===== config.mk =====
export PLATFORM = sky130hd
export DESIGN_NAME = bpg_top
export DESIGN_NICKNAME = d
export VERILOG_FILES = /design/src/logic/bpg_top_unused_note_placeholder.sv /design/src/logic/bpg_pkg.sv /design/src/logic/bpg_top.sv /design/src/logic/bpg_parity_calc.sv
export VERILOG_INCLUDE_DIRS = /design/src /design/src/logic
export SDC_FILE = /design/constraint.sdc
export NUM_CORES = 1
export LEC_CHECK = 0
export BUFFER_PORTS_ARGS = -buffer_cell sky130_fd_sc_hd__buf_2
export CORE_MARGIN = 10
export CORE_UTILIZATION = 34
export CTS_CLUSTER_SIZE = 24
export DETAILED_ROUTE_END_ITERATION = 12
export GPL_TIMING_DRIVEN = 1
export PLACE_DENSITY_LB_ADDON = 0.1
export SYNTH_ARGS = -nofsm -noshare
export SYNTH_HDL_FRONTEND = slang
export SYNTH_SLANG_ARGS = --single-unit

===== constraint.sdc =====
create_clock -name pclk -period 1.75 [get_ports pclk]
set_input_delay 0.35 -clock pclk [delete_from_list [all_inputs] [get_ports pclk]]
set_output_delay 0.35 -clock pclk [all_outputs]
set_load 0.01 [all_outputs]

===== src/logic/bpg_defines.svh =====
// Purpose: constants of the byte parity generator
// Assumes: included by bare name
// Notes: offsets are word indexes; byte address is four times the index
`ifndef BPG_DEFINES_SVH
`define BPG_DEFINES_SVH

`define BPG_IDX_OPERAND 8'h18
`define BPG_IDX_CTRL 8'h19
`define BPG_IDX_W 8
`define BPG_OPERAND_W 8
`define BPG_OPERAND_LSB 0
`define BPG_BIT_SEL 8
`define BPG_BIT_RESULT 15
`define BPG_SEL_RESET 1'b0
`define BPG_SEL_ODD 1'b1
`define BPG_LANE_OPERAND 0
`define BPG_LANE_CTRL 1
`define BPG_DATA_ZERO 32'h0000_0000
`define BPG_FLAG_CLEAR 1'b0

`endif


===== src/logic/bpg_top_unused_note_placeholder.sv =====
`timescale 1ns/10ps
`default_nettype none
`default_nettype wire


===== src/logic/bpg_pkg.sv =====
// Purpose: types of the byte parity generator
// Assumes: bpg_defines.svh holds the numbers
// Notes: none
`include "bpg_defines.svh"
package bpg_pkg;
   typedef enum logic {
      BPG_IDLE,
      BPG_ANSWER
   } bpg_apb_e;

   typedef struct packed {
      logic [`BPG_OPERAND_W-1:0] operand;
      logic odd_sel;
      logic result;
   } bpg_regs_s;

   typedef struct packed {
      logic [31:0] data;
      logic err;
   } bpg_answer_s;
endpackage


===== src/logic/bpg_top.sv =====
// Purpose: APB register-mapped byte parity generator
// Assumes: APB4 master on pclk, presetn asynchronous active low
// Notes: every access takes one wait state; unmapped words answer pslverr
//        operand and result bits hold no reset value
//        byte address is four times the word index
//
// Decided for this implementation: the APB interface to the registers.
`timescale 1ns/10ps
`default_nettype none
`include "bpg_defines.svh"
module bpg_top #(
   parameter int ADDR_W = 12
) (
   input wire logic pclk,
   input wire logic presetn,
   input wire logic psel,
   input wire logic penable,
   input wire logic pwrite,
   input wire logic [ADDR_W-1:0] paddr,
   input wire logic [31:0] pwdata,
   input wire logic [3:0] pstrb,
   output logic [31:0] prdata,
   output logic pready,
   output logic pslverr
);
   import bpg_pkg::*;

   localparam int IDX_W = ADDR_W - 2;
   localparam logic [IDX_W-1:0] IDX_OPERAND = IDX_W'(`BPG_IDX_OPERAND);
   localparam logic [IDX_W-1:0] IDX_CTRL = IDX_W'(`BPG_IDX_CTRL);

   // refuse an address too narrow for the word indexes
   if (ADDR_W < `BPG_IDX_W + 2 || ADDR_W > 32) begin : g_bad_addr_w
      $error("bpg_top: ADDR_W must lie between 10 and 32");
   end

   // the operand must fit the low byte lane
   if (`BPG_OPERAND_LSB + `BPG_OPERAND_W > 8) begin : g_bad_lane
      $error("bpg_top: operand does not fit its byte lane");
   end

   // handshake
   bpg_apb_e state;
   bpg_apb_e next_state;
   logic next_pready;
   logic next_pslverr;
   logic [31:0] next_prdata;
   bpg_answer_s next_answer;

   // register storage
   logic [`BPG_OPERAND_W-1:0] operand;
   logic [`BPG_OPERAND_W-1:0] next_operand;
   logic odd_sel;
   logic next_odd_sel;
   logic result;
   logic calc_parity;
   bpg_regs_s regs;

   // one word index against one register index
   function automatic logic idx_hit(input logic [IDX_W-1:0] idx,
                                    input logic [IDX_W-1:0] target);
      idx_hit = (idx == target);
   endfunction

   // a completed write reaching one byte lane of one register
   function automatic logic lane_write(input logic done,
                                       input logic hit,
                                       input logic strobe);
      lane_write = done & hit & strobe;
   endfunction

   // read data assembly; reserved bits read zero
   function automatic logic [31:0] read_word(input logic op_hit,
                                             input logic ctl_hit,
                                             input bpg_regs_s r);
      logic [31:0] w;
      w = `BPG_DATA_ZERO;
      if (op_hit) begin
         w[`BPG_OPERAND_LSB +: `BPG_OPERAND_W] = r.operand;
      end
      if (ctl_hit) begin
         w[`BPG_BIT_RESULT] = r.result;
         w[`BPG_BIT_SEL] = r.odd_sel;
      end
      read_word = w;
   endfunction

   // word index decode; byte bits of the address are ignored
   wire logic [IDX_W-1:0] word_idx = paddr[ADDR_W-1:2];
   wire logic hit_operand = idx_hit(word_idx, IDX_OPERAND);
   wire logic hit_ctrl = idx_hit(word_idx, IDX_CTRL);
   wire logic hit_any = hit_operand | hit_ctrl;
   wire logic read_req = ~pwrite & hit_any;

   // first access cycle starts the wait state, the second edge after it completes
   wire logic in_access = psel & penable;
   wire logic idle = (state == BPG_IDLE);
   wire logic access_start = in_access & idle;
   wire logic complete = in_access & pready;
   wire logic wr_done = complete & pwrite & ~pslverr;

   // byte lanes and write data fields
   wire logic strb_operand = pstrb[`BPG_LANE_OPERAND];
   wire logic strb_ctrl = pstrb[`BPG_LANE_CTRL];
   wire logic wr_operand = lane_write(wr_done, hit_operand, strb_operand);
   wire logic wr_ctrl = lane_write(wr_done, hit_ctrl, strb_ctrl);
   wire logic [`BPG_OPERAND_W-1:0] wdata_operand =
      pwdata[`BPG_OPERAND_LSB +: `BPG_OPERAND_W];
   wire logic wdata_sel = pwdata[`BPG_BIT_SEL];

   // register next values; the result bit takes no write
   assign next_operand = wr_operand ? wdata_operand : operand;
   assign next_odd_sel = wr_ctrl ? wdata_sel : odd_sel;

   // handshake state: idle until the first access cycle, then answer
   always_comb begin
      next_state = state;
      unique case (state)
         BPG_IDLE: begin
            if (in_access) begin
               next_state = BPG_ANSWER;
            end
         end
         BPG_ANSWER: begin
            next_state = BPG_IDLE;
         end
      endcase
   end

   // registers travel together as one struct
   assign regs = '{
      operand: operand,
      odd_sel: odd_sel,
      result: result
   };

   // answer of the access phase
   wire logic [31:0] read_data = read_word(hit_operand, hit_ctrl, regs);
   assign next_answer = '{
      data: read_req ? read_data : `BPG_DATA_ZERO,
      err: ~hit_any
   };

   // answer stands one cycle; data reads zero outside it
   assign next_pready = access_start;
   assign next_pslverr = access_start & next_answer.err;
   assign next_prdata = access_start ? next_answer.data : `BPG_DATA_ZERO;

   bpg_parity_calc #(
      .WIDTH(`BPG_OPERAND_W)
   ) u_calc (
      .operand(operand),
      .odd_sel(odd_sel),
      .parity(calc_parity)
   );

   // handshake state register
   always_ff @(posedge pclk or negedge presetn) begin
      if (!presetn) begin
         state <= BPG_IDLE;
      end else begin
         state <= next_state;
      end
   end

   // ready pulse, high in the second access cycle
   always_ff @(posedge pclk or negedge presetn) begin
      if (!presetn) begin
         pready <= `BPG_FLAG_CLEAR;
      end else begin
         pready <= next_pready;
      end
   end

   // error pulse beside ready for an unmapped word
   always_ff @(posedge pclk or negedge presetn) begin
      if (!presetn) begin
         pslverr <= `BPG_FLAG_CLEAR;
      end else begin
         pslverr <= next_pslverr;
      end
   end

   // read data, zero outside the answer cycle
   always_ff @(posedge pclk or negedge presetn) begin
      if (!presetn) begin
         prdata <= `BPG_DATA_ZERO;
      end else begin
         prdata <= next_prdata;
      end
   end

   // select bit has a reset value
   always_ff @(posedge pclk or negedge presetn) begin
      if (!presetn) begin
         odd_sel <= `BPG_SEL_RESET;
      end else begin
         odd_sel <= next_odd_sel;
      end
   end

   // operand holds no reset value
   always_ff @(posedge pclk) begin
      operand <= next_operand;
   end

   // result follows operand and select one clock later
   always_ff @(posedge pclk) begin
      result <= calc_parity;
   end
endmodule
`default_nettype wire


===== src/logic/bpg_parity_calc.sv =====
// Purpose: parity of one operand, odd or even
// Assumes: combinational, driven from registers on pclk
// Notes: result goes to a flop in the top
`timescale 1ns/10ps
`default_nettype none
`include "bpg_defines.svh"
module bpg_parity_calc #(
   parameter int WIDTH = `BPG_OPERAND_W
) (
   input wire logic [WIDTH-1:0] operand,
   input wire logic odd_sel,
   output logic parity
);
   import bpg_pkg::*;

   // refuse a width with no bits
   if (WIDTH < 1) begin : g_bad_width
      $error("bpg_parity_calc: WIDTH must be at least 1");
   end

   // ones count odd gives 1 for even parity, 0 for odd parity
   function automatic logic calc(input logic [WIDTH-1:0] d, input logic odd);
      calc = (^d) ^ (odd == `BPG_SEL_ODD);
   endfunction

   assign parity = calc(operand, odd_sel);
endmodule
`default_nettype wire


After elaboration in Yosys (flattened, before gate mapping) --
Index checks and enable logic that the tools add are counted. W data, S select, Z words.
Word-level totals: bits in registers 29, bits of input ports 53, logic and storage cells 34
Cells by class: equal/unequal tests 2, mux-type cells 7, bitwise operators 17, reductions and logical operators 1
Operator list (number):
- $mux W16 | 2
- $eq A10 B5 Y1 const B | 2
- $and A1 B1 Y1 | 11
- $mux W8 | 1
- $reduce_xor A8 Y1 | 1
- $not A1 Y1 | 4
- $mux W1 | 3
- $pmux W1 S2 | 1
- $or A1 B1 Y1 | 1
- $xor A1 B1 Y1 | 1

Logic depth before layout (Yosys ltp) --
Gate-level depths: netlist of run 1.
depth in word-level cells 6, mapped depth 4, mapped depth without buffers 4

Modules after synthesis --
A second synthesis of run 1 with hierarchy kept.
Second synthesis, totals: cells, all modules 79, area total of the unflattened synthesis 1054.8 um2
Modules (own cells, without submodules):
- bpg_top | instances 1, cells each 72, area an instance 972.2 um2, seq. area each 585.6 um2
- bpg_parity_calc | instances 1, cells each 7, area an instance 82.6 um2, seq. area each 0.0 um2

Worst setup path after synthesis of run 1 --
Ideal clock, no wire load.
kind flip-flop to flip-flop, start point register pslverr, end point register operand[0] (enable), setup time 385 ps, arrival time 1484 ps, data required time 1365 ps, path slack -119 ps, cell stages (with the launch flop) 4, buffers on the path 0, cells stage by stage dfrtp_1 nor4bb_1 nand4_1 nor3b_1
Between the ends: longest elaborated chain between the ends 4
Ends and longest elaborated chain:
- start: declaration | RTL line bpg_top.sv:24 | output logic pslverr
- start signal: assignment | RTL line bpg_top.sv:178 | pslverr <= `BPG_FLAG_CLEAR;
- start signal: assignment | RTL line bpg_top.sv:180 | pslverr <= next_pslverr;
- $not A1 Y1 | RTL line bpg_top.sv:100 | wire logic wr_done = complete & pwrite & ~pslverr;
- $and A1 B1 Y1 | RTL line bpg_top.sv:100
- $and A1 B1 Y1 (2 in series) | RTL line bpg_top.sv:69 | lane_write = done & hit & strobe;
- via wr_operand | RTL line bpg_top.sv:105 | wire logic wr_operand = lane_write(wr_done, hit_operand, strb_operand);
- end signal: assignment | RTL line bpg_top.sv:204 | operand <= next_operand;
- end: declaration | RTL line bpg_top.sv:51 | logic [`BPG_OPERAND_W-1:0] operand;
The timed path passes the listed nets, and every way through them passes these cells. A chain may end at the register's enable or synchronous reset.

Worst setup path in the final report of run 1 --
Ends and elaborated chain as after synthesis.

==> run summary, run 1 <==
Slowest CP cell: dfrtp_1
Final Max Tran Viols: 0
Yosys cell types: 21
Area of the core: 3000 µm²
Layout fillers: 302
Clk sinks: 22
Via count: 620
Period utilization: 86.1%
CP arrival: 1530 ps
Largest stage delay on the critical path: 430 ps
Port buffer count: 37
Fin Clk Skew: 2.51 ps
Initial core utilization: 34.7%
Max Clk Rate: 663 MHz
WL/cell: 12.4 µm
Crit Path Category: reg -> reg
Status: finished, final reports clean
Crit Path Max Fanout: 8
EDFF count, synth: 8
RR Startpoint: pslverr
Worst hold path type: in -> reg
Largest net degree at the start of global routing: 14
Die area: 5680 µm²
Area growth, synth to finish: 19.1%
CP startpoint kind: flip-flop
Critical path cell sequence: nor4bb_1, nand4_1, nor3b_2, buf_4
Clock transition at the registers of the reported paths: 120 ps
Pre-CTS setup slack: 43.8 ps
Die W: 75.3 µm
Synth top area cells: dfrtp_1 31%, edfxtp_1 23%, buf_4 16%, and2_1 5.4%, xnor2_1 5.0%
Mapped cell area: 1040 µm²
Largest area contributor in the netlist: dfrtp_1
CTS tree: built
Dpl hpwl: 1.68 mm
Die height: 75.3 µm
Total iterations of the first detailed-routing run: 2
Max cap viols: 0
GRT Residual Overflow: 0
CTS buffer count: 3
Final period demand of the worst path: 1510 ps
Drt drc: 0
Worst EP required: 1770 ps
GRT Overall Usage: 6.54%
Syn Inst Count: 80
RSZ-0062 raised after global routing: false
Clk_lat worst skew: 300 ps
Ys Warns: 0
Diodes inserted: 0
CP endpoint: operand[0]
Power per standard cell area: 716 nW/µm²
Avg Cell Area, Syn: 13.0 µm²
First-pass GRT wire length: 2.84 mm
# rows: 20
FF-to-FF setup slack: 240 ps
Drt total wl: 1.92 mm
Layout cell share with drive strength beyond 1: 38.5%
Asr flop ratio synth: 59.1%
Synth Flop Type: dfrtp_1
ANT nets after route: 0
Htree depth: 1
Commonest cells in the netlist: 22 x buf_4, 13 x dfrtp_1, 9 x and2_1
Post-synthesis sequential area ratio: 56.3%
Peak supply drop: 0.286 mV
Clock Root Buffer: clkbuf_4
Final GP Congestion: 0.734
Worst Slack Setup Final: 243 ps
Top-level port count: 87
Flops & latches, synth: 22
Hold Vio Cnt, Final: 0
Reg2reg path depth: 4
Reg2reg end: operand[0]
Setup violators final: 0
Fin nets: 176
Initial antenna violation count: 0
Vias in the first global route: 616
Cell family with most CP delay: simple AND/OR/NAND/NOR gates
Count leader, synth: buf_4
Stages on the worst setup path: 4
Buf/Inv on CP: 1
CP Launch Point: pslverr
Setup TNS: 0 ps
Max Root-Sink Buffers: 2
Via/cell ratio: 4.00
Yosys top cell area share: 31.3%
Initial DRC count: 25
Post-cts sizing count: 0
CP Capture Type: flip-flop
Static Leak: 0.619 nW
-- cell families (layout without fill, tap and decap cells) --
kind of cell | Yosys count | after routing | synth area share (%)
buffers and inverters | 22 | 43 | 15.9
XOR/XNOR | 8 | 8 | 6.73
AND/OR/NAND/NOR | 26 | 26 | 19.7
flip-flops | 22 | 22 | 56.2
other | 1 | 22 | 0.360
multiplexers | 1 | 1 | 1.08
-- area by class of cell --
class                           instances  area, µm²  area share [%]
Sequential cell                        22        586            47.2
Multi-Input combinational cell         57        374            30.2
Timing Repair Buffer                   39        203            16.3
Tap cell                               33       41.3            3.33
Clock buffer                            4       36.3            2.93
-- cells in the final DEF, fill, tap and decap left out, drive strengths merged, types with 2 or more instances in the layout --
master / n
clkbuf: 4
buf: 38
nand4: 2
nand2: 2
and2: 9
nor3b: 3
xnor2: 6
xor2: 2
conb: 22
and3: 2
edfxtp: 8
nor4: 3
dfrtp: 13
-- metrics by stage --
step                      hold WS, ps  utilization [%]  power, mW  cells  area [µm²]
after floorplan                  54.4                -      0.618    101        1120
after global routing              177             41.3      0.946    155        1240
after detailed placement          248             39.8      0.625    150        1190
after global placement            241             39.8      0.624    150        1190
after CTS                         200             41.3      0.905    155        1240
final                             218             41.3      0.888    155        1240
-- repair_timing --
| action | in CTS | in global routing |
|---|---|---|
| buffers inserted | 0 | 0 |
| setup endpoints to repair | 0 | 0 |
| hold buffers | 1 | 0 |
| endpoints found under the hold margin | 13 | 0 |
-- report_power, final --
group	switching [mW]	internal [mW]	leakage [nW]	total, mW
clock	0.144	0.127	0.0210	0.271
combinational	0.0489	0.0294	0.338	0.0783
sequential	0.00307	0.536	0.260	0.539
total	0.196	0.692	0.619	0.888
-- state kept, by name (all words and copies together) (netlist names) --
| register | flops |
|---|---|
| odd_sel | 1 |
| operand | 8 |
| prdata | 10 |
| pready | 1 |
| pslverr | 1 |
| result | 1 |
-- metal layers --
| layer | routed length, µm | vias up | GRT usage, % |
|---|---|---|---|
| li1 | - | 311 | - |
| met1 | 747 | 272 | 7.06 |
| met2 | 845 | 35 | 9.82 |
| met3 | 298 | 2 | 3.78 |
| met4 | 26 | 0 | 3.71 |
| met5 | 0 | - | 0 |
-- worst min path at each step --
| stage | from | end | slack [ps] | depth (start not counted) |
|---|---|---|---|---|
| after floorplan | presetn | odd_sel | 50 | 0 |
| after global placement | presetn | prdata[0] | 240 | 1 |
| after detailed placement | presetn | prdata[5] | 250 | 1 |
| after CTS | pwdata[3] | operand[3] | 200 | 1 |
| after global routing | pwdata[7] | operand[7] | 180 | 1 |
| final | pwdata[3] | operand[3] | 220 | 1 |
No activity file was read; power rests on OpenSTA's default activity.
==> inputs of run 2 (changes only) <==
Settings changed: CORE_UTILIZATION 34 to 38, PLACE_DENSITY set to 0.79, PLACE_DENSITY_LB_ADDON 0.1 to unset.
Clock period 1.75 ns to 1.45 ns, I/O delays scaled along.
==> run 2 against run 1 <==
  * Largest power group unchanged
  * The flow now finishes with violations (negative setup slack)
  * First-iteration DRC count is 76% lower
  * Worst hold slack worse by 60 ps
  * Final cell count is 1.9% higher
==> run summary, run 2 (synthesis results as in run 1) <==
Status: finished, violations left (was finished, final reports clean)
Failing checks: negative setup slack
Slowest CP cell: dfrtp_1 (unchanged)
ANT nets after route: 0 (unchanged)
Layout cell share with drive strength beyond 1: 42.2% (was 38.5%)
RSZ-0062 raised after global routing: true (was false)
Worst Slack Setup Final: -62.3 ps (was 243 ps)
CP Capture Type: flip-flop (unchanged)
Regs by FF count: prdata (10), operand (8) (unchanged)
Setup violators final: 8 (was 0)
Largest net degree at the start of global routing: 14 (unchanged)
Largest stage delay on the critical path: 420 ps (was 430 ps)
Clk sinks: 22 (unchanged)
Area of the core: 2540 µm² (was 3000 µm²)
CTS tree: built (unchanged)
Peak supply drop: 0.584 mV (was 0.286 mV)
Diodes inserted: 0 (unchanged)
Final period demand of the worst path: 1510 ps (about the same)
Via count: 660 (was 620)
Max reg flops: 10 (unchanged)
GRT Overall Usage: 8.48% (was 6.54%)
Fin Clk Skew: 2.21 ps (was 2.51 ps)
Commonest non-fill, non-tap cell in the layout: buf_2 (unchanged)
Drt drc: 0 (unchanged)
Vias in the first global route: 757 (was 616)
Max Root-Sink Buffers: 2 (unchanged)
Critical path cell sequence: nor4bb_2, nand4_1, nor3b_4, buf_6 (was nor4bb_1, nand4_1, nor3b_2, buf_4)
Via/cell ratio: 4.18 (was 4.00)
Dpl hpwl: 1.82 mm (was 1.68 mm)
Static Leak: 0.652 nW (was 0.619 nW)
Htree depth: 1 (unchanged)
Area growth, synth to finish: 25.2% (was 19.1%)
Clock transition at the registers of the reported paths: 110 ps (was 120 ps)
Worst EP required: 1480 ps (was 1770 ps)
Worst Hold Launch: pwdata[5] (was pwdata[3])
Max Clk Rate: 661 MHz (was 663 MHz)
Initial antenna violation count: 0 (unchanged)
Die height: 72.3 µm (was 75.3 µm)
Final Max Tran Viols: 0 (unchanged)
RR Startpoint: pslverr (unchanged)
Hold Vio Cnt, Final: 0 (unchanged)
Initial DRC count: 6 (was 25)
Period utilization: 104% (was 86.1%)
# rows: 18 (was 20)
Crit Path Max Fanout: 8 (unchanged)
CP arrival: 1540 ps (was 1530 ps)
FF-to-FF setup slack: -60 ps (was 240 ps)
Port buffer count: 37 (unchanged)
Final GP Congestion: 0.812 (was 0.734)
Hold endpoint: operand[5] (was operand[3])
CP startpoint kind: flip-flop (unchanged)
Reg2reg path depth: 4 (unchanged)
Post-route cell area: 1300 µm² (was 1240 µm²)
Worst hold path type: in -> reg (unchanged)
Drt total wl: 2.13 mm (was 1.92 mm)
Top-level port count: 87 (unchanged)
Cell Area, Placed: 1230 µm² (was 1190 µm²)
Top reg by flops: prdata (unchanged)
WL/cell: 13.4 µm (was 12.4 µm)
Initial core utilization: 40.9% (was 34.7%)
CTS buffer count: 3 (unchanged)
First-pass GRT wire length: 3.52 mm (was 2.84 mm)
Power per standard cell area: 793 nW/µm² (was 716 nW/µm²)
Multi-input logic area: 393 µm² (was 374 µm²)
Most frequent cells in the layout: 36 x buf_2, 22 x conb_1, 13 x dfrtp_1 (was 37 x buf_2, 22 x conb_1, 13 x dfrtp_1)
WHS Path Cells: 1 (unchanged)
FF/Latch Area: 586 µm² (unchanged)
Die W: 72.3 µm (was 75.3 µm)
Fin nets: 182 (was 176)
Layout fillers: 219 (was 302)
Max cap viols: 0 (unchanged)
Crit Path Category: reg -> reg (unchanged)
Clk_lat worst skew: 300 ps (about the same)
Min Hold Slack: 158 ps (was 218 ps)
Clock Root Buffer: clkbuf_4 (unchanged)
Total iterations of the first detailed-routing run: 3 (was 2)
Die area: 5230 µm² (was 5680 µm²)
Reg2reg end: operand[3] (was operand[0])
GRT Residual Overflow: 0 (unchanged)
## run 2: per-stage QoR
| step | utilization, % | worst slack [ps] | setup TNS, ps | power, mW | instances |
|---|---|---|---|---|---|
| after floorplan | - | -67.4 | -539 | 0.747 | 101 |
| after global placement | 48.5 | -132 | -2070 | 0.759 | 152 |
| after detailed placement | 48.5 | -243 | -3740 | 0.763 | 152 |
| after CTS | 50.3 | -71.5 | -540 | 1.04 | 158 |
| after global routing | 51.2 | -125 | -902 | 1.11 | 158 |
| final | 51.2 | -62.3 | -483 | 1.03 | 158 |
## run 2: worst max path at each step
| stage | start | end | slack [ps] | cells past startpoint |
|---|---|---|---|---|
| floorplan | pslverr | operand[0] | -70 | 3 |
| global placement | paddr[8] | prdata[7] | -130 | 6 |
| detailed placement | paddr[8] | prdata[4] | -240 | 6 |
| CTS | pslverr | operand[3] | -70 | 4 |
| global route | pslverr | operand[3] | -120 | 4 |
| finish | pslverr | operand[3] | -60 | 4 |
## run 2: report_power, final
| part | switching [mW] | internal (mW) |
|---|---|---|
| combinational | 0.0665 | 0.0462 |
| sequential | 0.00261 | 0.647 |
| clock | 0.165 | 0.107 |
## run 2: area by class of cell
type                    count  area share [%]
clock buffers               4            2.02
flip-flops and latches     22            44.9
repair buffers             45            20.1
well taps                  30            2.88
multi-input cells          57            30.1
## run 2: repair_timing
action | 4_1_cts | 5_1_grt
hold buffers | 1 | 0
gates cloned | 0 | 0
endpoints found under the hold margin | 13 | 0
endpoints found under the setup margin | 8 | 14
pin swaps | 2 | 6
buffers inserted | 1 | 0
resized for setup | 1 | 4
## run 2: worst max-delay path, delay by kind of cell, from the launching register on
kind,cells,cell delay (ps)
buf+inv,1,150
flops,1,420
simple gates,3,660
## run 2: routing by layer
layer  global-route usage [%]  up-vias  part of all wire (%)
met3                     6.39        2                    16
met2                     13.7       40                    48
met1                     8.05      296                    35
met5                        0        -                     0
met4                     3.23        0                  0.75
li1                         -      322                     -
==> inputs of run 3 (changes only) <==
Settings changed: RECOVER_POWER set to 25.
==> run 3 against run 2 <==
  * The flow still finishes with violations (negative setup slack)
  * Clock skew is the same
  * Utilization about the same
  * Critical path depth did not move
  * Sequential share of layout area is essentially flat
  * Global-route usage unchanged
==> run summary, run 3 (synthesis results as in run 1) <==
Max Root-Sink Buffers: 2 (unchanged)
Via/cell ratio: 4.18 (unchanged)
Die W: 72.3 µm (unchanged)
Crit Path Category: reg -> reg (unchanged)
Worst-Margin Slew: 645 ps
First-pass GRT wire length: 3.52 mm (unchanged)
FF/Latch Area: 586 µm² (unchanged)
Pre-CTS setup slack: -243 ps (unchanged)
Area of the core: 2540 µm² (unchanged)
Status: finished, violations left (unchanged)
CTS tree: built (unchanged)
Final period demand of the worst path: 1510 ps (unchanged)
Max Clk Rate: 661 MHz (unchanged)
Commonest non-fill, non-tap cell in the layout: buf_2 (unchanged)
Largest net degree at the start of global routing: 14 (unchanged)
Most frequent cells in the layout: 35 x buf_2, 22 x conb_1, 13 x dfrtp_1 (was 36 x buf_2, 22 x conb_1, 13 x dfrtp_1)
Total iterations of the first detailed-routing run: 3 (unchanged)
Fin nets: 182 (unchanged)
Initial antenna violation count: 0 (unchanged)
Max reg flops: 10 (unchanged)
Die height: 72.3 µm (unchanged)
Worst slew margin: 57.0%
RR Startpoint: pslverr (unchanged)
Initial DRC count: 6 (unchanged)
Htree depth: 1 (unchanged)
Port buffer count: 37 (unchanged)
Drt total wl: 2.13 mm (unchanged)
Vias in the first global route: 757 (unchanged)
WL met3: 337 µm (unchanged)
GRT Overall Usage: 8.48% (unchanged)
Top reg by flops: prdata (unchanged)
Metal2 WL: 1.02 mm (unchanged)
ANT nets after route: 0 (unchanged)
Top-level port count: 87 (unchanged)
Drt drc: 0 (unchanged)
CTS buffer count: 3 (unchanged)
Cell Area, Placed: 1230 µm² (unchanged)
Initial core utilization: 40.9% (unchanged)
Cell family with most CP delay: simple AND/OR/NAND/NOR gates (unchanged)
Top Layer Used: met4 (unchanged)
# rows: 18 (unchanged)
Diodes inserted: 0 (unchanged)
Min Hold Slack: 158 ps (unchanged)
Post-route cell area: 1300 µm² (about the same)
Worst hold path type: in -> reg (unchanged)
Hold Vio Cnt, Final: 0 (unchanged)
Largest stage delay on the critical path: 420 ps (about the same)
Worst EP required: 1480 ps (about the same)
Layout fillers: 220 (was 219)
Max cap viols: 0 (unchanged)
Clock transition at the registers of the reported paths: 110 ps (about the same)
Regs by FF count: prdata (10), operand (8) (unchanged)
Slowest CP cell: dfrtp_1 (unchanged)
RSZ-0062 raised after global routing: true (unchanged)
Met1 WL: 748 µm (unchanged)
Power per standard cell area: 794 nW/µm² (was 793 nW/µm²)
Area growth, synth to finish: 25.1% (was 25.2%)
Layout cell share with drive strength beyond 1: 41.4% (was 42.2%)
Final GP Congestion: 0.812 (unchanged)
Static Leak: 0.649 nW (was 0.652 nW)
Clk_lat worst skew: 300 ps (about the same)
Worst Slack Setup Final: -62.3 ps (unchanged)
Fin Clk Skew: 2.21 ps (unchanged)
Peak supply drop: 0.584 mV (about the same)
CP startpoint kind: flip-flop (unchanged)
Critical path cell sequence: nor4bb_2, nand4_1, nor3b_4, buf_6 (unchanged)
Multi-input logic area: 393 µm² (unchanged)
CP Launch Point: pslverr (unchanged)
Clk sinks: 22 (unchanged)
CP Capture Type: flip-flop (unchanged)
Final Max Tran Viols: 0 (unchanged)
Period utilization: 104% (unchanged)
CP arrival: 1540 ps (about the same)
WL/cell: 13.4 µm (unchanged)
GRT Residual Overflow: 0 (unchanged)
Setup violators final: 8 (unchanged)
Failing checks: negative setup slack (unchanged)
Worst Hold Launch: pwdata[5] (unchanged)
Via count: 660 (unchanged)
Clock Root Buffer: clkbuf_4 (unchanged)
Crit Path Max Fanout: 8 (unchanged)
Die area: 5230 µm² (unchanged)
Buf/Inv on CP: 1 (unchanged)
Dpl hpwl: 1.82 mm (unchanged)
[run 3: through the flow]
stage / util (%) / instances / setup TNS, ps / power, mW
floorplan: - / 101 / -539 / 0.747
global placement: 48.5 / 152 / -2070 / 0.759
detailed placement: 48.5 / 152 / -3740 / 0.763
CTS: 50.3 / 158 / -540 / 1.04
global route: 51.2 / 158 / -902 / 1.11
finish: 51.2 / 158 / -483 / 1.03
[run 3: cell type report]
type                            instances  share of cell area, %
Tap cell                               30                   2.88
Sequential cell                        22                   45.0
Timing Repair Buffer                   45                   20.0
Multi-Input combinational cell         57                   30.2
Clock buffer                            4                   2.02
[run 3: timing repair]
action	CTS	global route
hold buffers	1	0
pin swaps	2	6
resized for setup	1	4
endpoints found under the setup margin	8	14
gates cloned	0	0
setup buffers	1	0
endpoints found under the hold margin	13	0
[run 3: worst paths after layout]
| kind | end | slack [ps] | depth (start not counted) |
|---|---|---|---|
| worst max-delay path | operand[3] | -60 | 4 |
| worst min-delay path | operand[5] | 160 | 1 |
| worst max register to register | operand[3] | -60 | 4 |
| worst min register to register | prdata[15] | 480 | 1 |
| max in group asynchronous | prdata[15] | 520 | 2 |
| min in group asynchronous | prdata[2] | 530 | 2 |
[run 3: per-layer routing]
layer / track usage, % / vias to the layer above
met5: 0 / -
met4: 3.23 / 0
met3: 6.39 / 2
met2: 13.7 / 40
met1: 8.05 / 296
li1: - / 322
[run 3: report_power, final]
part | switching, mW | internal [mW] | leakage (nW) | total [mW]
Combinational | 0.0665 | 0.0458 | 0.374 | 0.112
Sequential | 0.00261 | 0.647 | 0.260 | 0.649
Clock | 0.165 | 0.107 | 0.0150 | 0.272
Total | 0.234 | 0.800 | 0.649 | 1.03
